File: src/mcs_pkg.sv
// Function
// - Eight current input channels are each converted, corrected and reported on their own through one shared path.
// - Each channel has an input selector that passes either its precision reference or its field input onward.
// - A channel multiplexer routes exactly one channel at a time to a 16-bit converter.
// - Each corrected result is written to a dual-port memory that the host reads without the controller.
// - Each raw sample is multiplied by its channel scale and then has its channel offset added before storing.
// - Scale and offset of a channel are recomputed from that channel's reference reading.
// - Once a minute, while no field input is being converted, every channel's reference is selected and converted.
// - A reference reading outside the channel's lower or upper limit sets that channel's fault flag.
// - The host broadcasts a key of due rate groups and only channels of those groups are updated.
// - The lamp goes off only after the power-on self-test passed and the host finished initialization.
// - A failed diagnostic keeps the lamp lit, and initialization does not clear it.
// - The single red lamp is lit whenever any channel fault or a board fault is present.
package mcs_pkg;
    localparam int NUM_CH = 8;
    localparam int CH_W = 3;
    localparam int SAMPLE_W = 16;
    localparam int GROUP_W = 3;
    localparam int KEY_W = 8;
    localparam int SCALE_FRAC = 14;
    localparam int OFS_W = 19;
    localparam logic [15:0] REF_NOMINAL = 16'h4000;
    localparam logic [15:0] SCALE_TWO = 16'h8000;
    localparam logic [15:0] SCALE_RST = 16'h4000;
    localparam logic [18:0] OFFSET_RST = 19'h00000;
    localparam logic [15:0] LIMIT_LO_RST = 16'h3800;
    localparam logic [15:0] LIMIT_HI_RST = 16'h4800;
    localparam logic [2:0] GROUP_RST = 3'h0;
    localparam int CLK_HZ = 25000000;
    localparam int CAL_PERIOD_S = 60;
    localparam int CAL_PERIOD_CYC = CLK_HZ * CAL_PERIOD_S;
    localparam int CAL_CNT_W = 31;

    typedef enum logic [1:0] {ST_IDLE, ST_START, ST_WAIT, ST_STORE} mcs_state_t;
endpackage : mcs_pkg

File: src/mcs_result_ram.sv
`timescale 1ns/1ns
`default_nettype none
module mcs_result_ram #(
    parameter int DEPTH = 8,
    parameter int AW = 3,
    parameter int DW = 16
) (
    input wire logic clk_in,
    input wire logic wr_en_in,
    input wire logic [AW-1:0] wr_addr_in,
    input wire logic [DW-1:0] wr_data_in,
    input wire logic rd_en_in,
    input wire logic [AW-1:0] rd_addr_in,
    output logic [DW-1:0] rd_data_out
);
    logic [DW-1:0] mem [DEPTH];

    // ----------------------------------------------------------------
    // Write port for the controller, registered read port for the host
    // ----------------------------------------------------------------
    always_ff @(posedge clk_in)
    begin
        if (wr_en_in)
        begin
            mem[wr_addr_in] <= wr_data_in;
        end
        if (rd_en_in)
        begin
            rd_data_out <= mem[rd_addr_in];
        end
    end
endmodule : mcs_result_ram
`default_nettype wire

File: src/mcs_scanner.sv
`timescale 1ns/1ns
`default_nettype none
module mcs_scanner #(
    parameter int CAL_CYCLES = mcs_pkg::CAL_PERIOD_CYC
) (
    input wire logic clk_in,
    input wire logic sys_rst_in,
    input wire logic [mcs_pkg::SAMPLE_W-1:0] adc_data_in,
    input wire logic adc_valid_in,
    input wire logic board_fault_in,
    input wire logic cfg_we_in,
    input wire logic [mcs_pkg::CH_W-1:0] cfg_chan_in,
    input wire logic [mcs_pkg::GROUP_W-1:0] cfg_group_in,
    input wire logic [mcs_pkg::SAMPLE_W-1:0] cfg_lim_lo_in,
    input wire logic [mcs_pkg::SAMPLE_W-1:0] cfg_lim_hi_in,
    input wire logic key_valid_in,
    input wire logic [mcs_pkg::KEY_W-1:0] key_in,
    input wire logic lamp_on_in,
    input wire logic diag_fail_in,
    input wire logic init_done_in,
    input wire logic [mcs_pkg::NUM_CH-1:0] fault_clr_in,
    input wire logic host_rd_en_in,
    input wire logic [mcs_pkg::CH_W-1:0] host_rd_addr_in,
    output logic [mcs_pkg::SAMPLE_W-1:0] host_rd_data_out,
    output logic host_rd_valid_out,
    output logic [mcs_pkg::CH_W-1:0] chan_sel_out,
    output logic [mcs_pkg::NUM_CH-1:0] ref_sel_out,
    output logic conv_start_out,
    output logic [mcs_pkg::NUM_CH-1:0] fault_flags_out,
    output logic lamp_out
);
    import mcs_pkg::*;

    // ----------------------------------------------------------------
    // Helpers
    // ----------------------------------------------------------------
    function automatic logic [17:0] mul_q14(input logic [15:0] a,
                                            input logic [15:0] s);
        logic [31:0] p;
        p = a * s;
        return p[31:SCALE_FRAC];
    endfunction : mul_q14

    function automatic logic [CH_W-1:0] first_set(
        input logic [NUM_CH-1:0] m);
        logic [CH_W-1:0] idx;
        idx = '0;
        for (int i = NUM_CH - 1; i >= 0; i--)
        begin
            if (m[i])
            begin
                idx = CH_W'(i);
            end
        end
        return idx;
    endfunction : first_set

    // ----------------------------------------------------------------
    // Pin synchronisers
    // ----------------------------------------------------------------
    logic valid_s1_reg, valid_s2_reg, valid_s3_reg;
    logic bfault_s1_reg, bfault_s2_reg;
    logic [SAMPLE_W-1:0] data_s1_reg, data_s2_reg;

    always_ff @(posedge clk_in or posedge sys_rst_in)
    begin
        if (sys_rst_in)
        begin
            valid_s1_reg <= 1'b0;
            valid_s2_reg <= 1'b0;
            valid_s3_reg <= 1'b0;
            bfault_s1_reg <= 1'b0;
            bfault_s2_reg <= 1'b0;
            data_s1_reg <= 16'h0000;
            data_s2_reg <= 16'h0000;
        end
        else
        begin
            valid_s1_reg <= adc_valid_in;
            valid_s2_reg <= valid_s1_reg;
            valid_s3_reg <= valid_s2_reg;
            bfault_s1_reg <= board_fault_in;
            bfault_s2_reg <= bfault_s1_reg;
            data_s1_reg <= adc_data_in;
            data_s2_reg <= data_s1_reg;
        end
    end

    wire adc_done = valid_s2_reg & ~valid_s3_reg;

    // ----------------------------------------------------------------
    // Per-channel configuration and calibration
    // ----------------------------------------------------------------
    logic [GROUP_W-1:0] group_reg [NUM_CH];
    logic [SAMPLE_W-1:0] lim_lo_reg [NUM_CH];
    logic [SAMPLE_W-1:0] lim_hi_reg [NUM_CH];
    logic [SAMPLE_W-1:0] scale_reg [NUM_CH];
    logic [OFS_W-1:0] offset_reg [NUM_CH];

    mcs_state_t state_reg;
    logic [CH_W-1:0] chan_reg;
    logic cal_mode_reg, cal_due_reg, post_active_reg;
    logic [SAMPLE_W-1:0] sample_reg;
    logic [NUM_CH-1:0] pend_reg, faults_reg;
    logic [CAL_CNT_W-1:0] cal_cnt_reg;
    logic lamp_hold_reg, init_seen_reg, post_done_reg, post_fail_reg;
    logic diag_fail_reg;

    // Rate-group key selects channels whose group bit is set
    logic [NUM_CH-1:0] key_mask;
    always_comb
    begin
        key_mask = '0;
        for (int c = 0; c < NUM_CH; c++)
        begin
            key_mask[c] = key_valid_in & key_in[group_reg[c]];
        end
    end

    // Correction of a field sample, saturated to the 16-bit range
    wire [17:0] scaled = mul_q14(sample_reg, scale_reg[chan_reg]);
    wire signed [19:0] corr_sum = $signed({2'b00, scaled})
        + $signed({offset_reg[chan_reg][OFS_W-1], offset_reg[chan_reg]});
    wire [SAMPLE_W-1:0] corr_val = corr_sum[19] ? 16'h0000
        : (corr_sum[18:16] != 3'h0) ? 16'hffff : corr_sum[15:0];

    // New calibration: first-order reciprocal gain, residual offset
    wire [SAMPLE_W-1:0] new_scale = SCALE_TWO - sample_reg;
    wire [17:0] ref_scaled = mul_q14(sample_reg, new_scale);
    wire [OFS_W-1:0] new_offset = {3'b000, REF_NOMINAL}
        - {1'b0, ref_scaled};

    wire storing = (state_reg == ST_STORE);
    wire ref_bad = (sample_reg < lim_lo_reg[chan_reg])
        | (sample_reg > lim_hi_reg[chan_reg]);
    wire cal_fault = storing & cal_mode_reg & ref_bad;
    wire [NUM_CH-1:0] fault_set = cal_fault
        ? (NUM_CH'(1) << chan_reg) : '0;
    wire [NUM_CH-1:0] pend_clr = (storing & ~cal_mode_reg)
        ? (NUM_CH'(1) << chan_reg) : '0;
    wire [NUM_CH-1:0] pend_next = (pend_reg & ~pend_clr) | key_mask;
    wire [NUM_CH-1:0] faults_next = (faults_reg
        & ~(fault_clr_in | {NUM_CH{init_done_in}})) | fault_set;
    wire cal_tick = (cal_cnt_reg == CAL_CNT_W'(CAL_CYCLES - 1));
    wire last_ch = (chan_reg == CH_W'(NUM_CH - 1));
    wire pass_end = storing & cal_mode_reg & last_ch;
    wire post_fail_next = post_fail_reg | (post_active_reg & cal_fault);
    wire diag_fail_next = diag_fail_reg | diag_fail_in;
    wire lamp_release = init_seen_reg & post_done_reg & ~post_fail_reg
        & ~diag_fail_reg;
    wire lamp_hold_next = lamp_on_in | (lamp_hold_reg & ~lamp_release);
    wire lamp_next = lamp_hold_next | (|faults_next) | bfault_s2_reg
        | post_fail_next | diag_fail_next;

    // ----------------------------------------------------------------
    // Configuration and calibration storage
    // ----------------------------------------------------------------
    always_ff @(posedge clk_in or posedge sys_rst_in)
    begin
        if (sys_rst_in)
        begin
            for (int c = 0; c < NUM_CH; c++)
            begin
                group_reg[c] <= GROUP_RST;
                lim_lo_reg[c] <= LIMIT_LO_RST;
                lim_hi_reg[c] <= LIMIT_HI_RST;
                scale_reg[c] <= SCALE_RST;
                offset_reg[c] <= OFFSET_RST;
            end
        end
        else
        begin
            if (cfg_we_in)
            begin
                group_reg[cfg_chan_in] <= cfg_group_in;
                lim_lo_reg[cfg_chan_in] <= cfg_lim_lo_in;
                lim_hi_reg[cfg_chan_in] <= cfg_lim_hi_in;
            end
            if (storing && cal_mode_reg && !ref_bad)
            begin
                scale_reg[chan_reg] <= new_scale;
                offset_reg[chan_reg] <= new_offset;
            end
        end
    end

    // ----------------------------------------------------------------
    // Conversion sequencer
    // ----------------------------------------------------------------
    always_ff @(posedge clk_in or posedge sys_rst_in)
    begin
        if (sys_rst_in)
        begin
            state_reg <= ST_IDLE;
            chan_reg <= '0;
            cal_mode_reg <= 1'b0;
            cal_due_reg <= 1'b1;
            post_active_reg <= 1'b1;
            sample_reg <= 16'h0000;
            ref_sel_out <= '0;
            conv_start_out <= 1'b0;
            chan_sel_out <= '0;
            cal_cnt_reg <= '0;
        end
        else
        begin
            conv_start_out <= 1'b0;
            cal_cnt_reg <= cal_tick ? '0 : cal_cnt_reg + 1'b1;
            if (cal_tick)
            begin
                cal_due_reg <= 1'b1;
            end
            unique case (state_reg)
                ST_IDLE:
                begin
                    if (cal_due_reg && pend_reg == '0)
                    begin
                        cal_mode_reg <= 1'b1;
                        cal_due_reg <= cal_tick;
                        chan_reg <= '0;
                        ref_sel_out <= '1;
                        state_reg <= ST_START;
                    end
                    else if (pend_reg != '0)
                    begin
                        cal_mode_reg <= 1'b0;
                        chan_reg <= first_set(pend_reg);
                        ref_sel_out <= '0;
                        state_reg <= ST_START;
                    end
                end
                ST_START:
                begin
                    chan_sel_out <= chan_reg;
                    conv_start_out <= 1'b1;
                    state_reg <= ST_WAIT;
                end
                ST_WAIT:
                begin
                    if (adc_done)
                    begin
                        sample_reg <= data_s2_reg;
                        state_reg <= ST_STORE;
                    end
                end
                ST_STORE:
                begin
                    if (cal_mode_reg && !last_ch)
                    begin
                        chan_reg <= chan_reg + 1'b1;
                        state_reg <= ST_START;
                    end
                    else
                    begin
                        if (pass_end)
                        begin
                            ref_sel_out <= '0;
                            cal_mode_reg <= 1'b0;
                            post_active_reg <= 1'b0;
                        end
                        state_reg <= ST_IDLE;
                    end
                end
            endcase
        end
    end

    // ----------------------------------------------------------------
    // Scheduling, fault flags and lamp
    // ----------------------------------------------------------------
    always_ff @(posedge clk_in or posedge sys_rst_in)
    begin
        if (sys_rst_in)
        begin
            pend_reg <= '0;
            faults_reg <= '0;
            lamp_hold_reg <= 1'b1;
            init_seen_reg <= 1'b0;
            post_done_reg <= 1'b0;
            post_fail_reg <= 1'b0;
            diag_fail_reg <= 1'b0;
            lamp_out <= 1'b1;
            host_rd_valid_out <= 1'b0;
        end
        else
        begin
            pend_reg <= pend_next;
            faults_reg <= faults_next;
            lamp_hold_reg <= lamp_hold_next;
            init_seen_reg <= init_done_in | (init_seen_reg & ~lamp_on_in);
            post_done_reg <= post_done_reg | (pass_end & post_active_reg);
            post_fail_reg <= post_fail_next;
            diag_fail_reg <= diag_fail_next;
            lamp_out <= lamp_next;
            host_rd_valid_out <= host_rd_en_in;
        end
    end

    assign fault_flags_out = faults_reg;

    // ----------------------------------------------------------------
    // Result memory shared with the host
    // ----------------------------------------------------------------
    mcs_result_ram #(
        .DEPTH(NUM_CH),
        .AW(CH_W),
        .DW(SAMPLE_W)
    ) u_ram (
        .clk_in(clk_in),
        .wr_en_in(storing & ~cal_mode_reg),
        .wr_addr_in(chan_reg),
        .wr_data_in(corr_val),
        .rd_en_in(host_rd_en_in),
        .rd_addr_in(host_rd_addr_in),
        .rd_data_out(host_rd_data_out)
    );
endmodule : mcs_scanner
`default_nettype wire

File: config.mk
export PLATFORM = sky130hd
export DESIGN_NAME = mcs_scanner
export DESIGN_NICKNAME = d
export VERILOG_FILES = /design/src/mcs_pkg.sv /design/src/mcs_result_ram.sv /design/src/mcs_scanner.sv
export SDC_FILE = /design/constraint.sdc
export NUM_CORES = 2
export LEC_CHECK = 0
export ABC_AREA = 1
export BUFFER_PORTS_ARGS = -buffer_cell sky130_fd_sc_hd__buf_2
export CORE_ASPECT_RATIO = 1.4
export CORE_MARGIN = 4
export CORE_UTILIZATION = 60
export DETAILED_ROUTE_END_ITERATION = 7
export PLACE_DENSITY_LB_ADDON = 0.1
export SETUP_SLACK_MARGIN = 0.2
export SLEW_MARGIN = 20
export SYNTH_ARGS = -nofsm -noshare
export SYNTH_HDL_FRONTEND = slang
export SYNTH_SLANG_ARGS = --single-unit
File: constraint.sdc
create_clock -name clk_in -period 27.8 [get_ports clk_in]
set_clock_uncertainty 0.2 [all_clocks]
set_input_delay 2.78 -clock clk_in [delete_from_list [all_inputs] [get_ports clk_in]]
set_output_delay 2.78 -clock clk_in [all_outputs]
set_load 0.02 [all_outputs]
==> out/qor.csv <==
metric,value,unit
outcome,completed,
cts_hold_buf,0,
h-tree-depth,3,
via_count,44100,
post-place-ws,16.61,ns
cp.required,27.97,ns
fin_util,0.6540,
fillers,7651,
cp.arrival,11.48,ns
dieHeight,362.7,um
initial_core_util,0.6073,
grt_use_total,0.3578,
final_max_slew_viol_count,0,
die_w,261.3,um
gr-total-overflow,0,
cpPeakStageDelay,0.85,ns
yosys_most_used_dff,dfrtp_1,
yosys.area.top_type,dfrtp_1,
clkLatencyLatePin,0.69,ns
drive_above_1_share,0.07081,
layout_setup_ws,16.49,ns
r2r_cells,38,
min_period,11.31,ns
tightest_slew,1.161,ns
nets,6998,
timing.slew.headroom,0.2250,
rows,129,
antenna_found_initial,0,
rsz0062_at_grt,no,
cp_slowest_cell,dfrtp_1,
postCtsSetupRepairBufs,0,
final-setup-viol-count,0,
synth-seq-area-share,0.3966,
drc,0,
syn_to_final_growth,7.691,%
cts_resized,0,
synth-async-reset-ratio,0.8250,
grt_pass1_wl,258200,um
yosysTopAreaCellShare,0.2910,
grt_util_met3,0.05998,
synth_area_leaders,"dfrtp_1 (29%), fa_1 (14%), nand2_1 (11%), edfxtp_1 (8.0%), ha_1 (6.5%)",
avgRoutedWirePerCell,22.15,um
end_kind,flip-flop,
start_kind,flip-flop,
placed_area,55350,sq um
numPortBuffers,120,
hold_viol,0,
io_pins,121,
die-area,94780,sq um
cts_buffer_depth,3,
ys_ff_latch,823,
largest_reg_flops,152,
finalInstanceArea,58060,sq um
antennaDiodeCount,0,
yosysWarnings,0,
yosysMostFrequentCell,nand2_1,
drt_iter0_drc,3593,
grtUsageMet2,0.6170,
hold_path.class,reg2reg,
cts_buffers,79,
grtUsageMet1,0.4115,
path_class,reg2reg,
clk_pin_slew,0.06,ns
drv_cap,0,
first_global_vias,45510,
holdPathStages,0,
grt_max_degree,174,
synth_edf_count,144,
via_per_inst,5.886,
synthTopCellsByCount,"nand2_1 (1590), inv_1 (881), dfrtp_1 (627), o21ai_0 (544), nor2_1 (512)",
ys_types,62,
antenna_left,0,
post-dp-hpwl,114500,um
core_area,88770,sq um
cp_max_fo,37,
synth_cells,6264,
synth_nets,7014,
syn_area,53910,sq um
dr.pass1.iters,8,
root_buffer,clkbuf_16,
fin_crit_sh,0.4069,
max_freq,0.08840,GHz
clkSinkCount,823,
cts_tree,built,
busiest_layer,met2,
drt-total-wl,166000,um
setup_tns,0,ns
synth.avg_cell_area,8.606,sq um
gp_congestion,1.039,
[layout make-up]
class                           count  area [sq um]  share of cell area
Clock buffer                      115          2303             0.03968
Clock inverter                     31         399.1            0.006875
Inverter                          916          3446             0.05935
Multi-Input combinational cell   4228         27840              0.4795
Sequential cell                   823         21380              0.3683
Tap cell                         1179          1475             0.02541
Timing Repair Buffer              200          1217             0.02097
[worst max-delay path: cells and delay by family, from the launching register on]
family | cells | cell delay (ns)
fa+ha+maj | 8 | 3.71
simple gates | 16 | 3.29
buf+inv | 10 | 1.92
compound gates | 4 | 1.00
flops | 1 | 0.85
[logic make-up (layout without fill, tap and decap cells)]
kind of cell	after synthesis	count (layout)	share of synthesized area
simple gates	2384	2384	0.1779
buf+inv	1213	1262	0.08785
compound gates	1112	1112	0.1169
flops	823	823	0.3966
fa+ha+maj	667	667	0.2087
xor+xnor	65	65	0.01202
[stage by stage]
step           std cells  hold slack (ns)
3_5_place_dp        7346           0.1355
4_1_cts             7492           0.1432
5_1_grt             7492           0.1472
6_report            7492           0.1406
2_1_floorplan       6264           0.1312
3_3_place_gp        7346           0.1333
[worst paths after layout]
kind	from	endpoint	slack, ns
worst max-delay path	chan_reg[2]	u_ram.mem[3][14]	16.49
worst min-delay path	data_s1_reg[3]	data_s2_reg[3]	0.14
worst max register to register	chan_reg[2]	u_ram.mem[3][14]	16.49
worst min register to register	data_s1_reg[3]	data_s2_reg[3]	0.14
max in group asynchronous	sys_rst_in	lim_hi_reg[45]	22.32
min in group asynchronous	sys_rst_in	group_reg[21]	1.96
[layout by cell type (no fill, tap or decap), types with 20 or more instances in the layout]
cell type	count
fa_1	387
nor2_1	512
dfstp_2	52
nand4_1	61
ha_1	280
edfxtp_1	144
clkinv_1	23
buf_4	78
buf_2	120
o211ai_1	20
a31oi_1	29
a21oi_1	191
o21ai_0	544
o22ai_1	104
xnor2_1	23
dfrtp_1	627
xor2_1	33
nor3_1	42
inv_1	877
nand3_1	100
a22oi_1	38
a22o_1	23
o21ai_1	62
clkbuf_16	80
nand2_1	1584
a221oi_1	44
[metal layers]
| metal | wire (um) | vias to the layer above |
|---|---|---|
| met3 | 11810 | 683 |
| li1 | - | 19970 |
| met5 | 0 | - |
| met2 | 82210 | 1902 |
| met1 | 58960 | 21550 |
| met4 | 13000 | 0 |
Power is left out: the tool's default activity adds up to more than one toggle a clock period on the data nets, which glitch-free logic cannot reach.
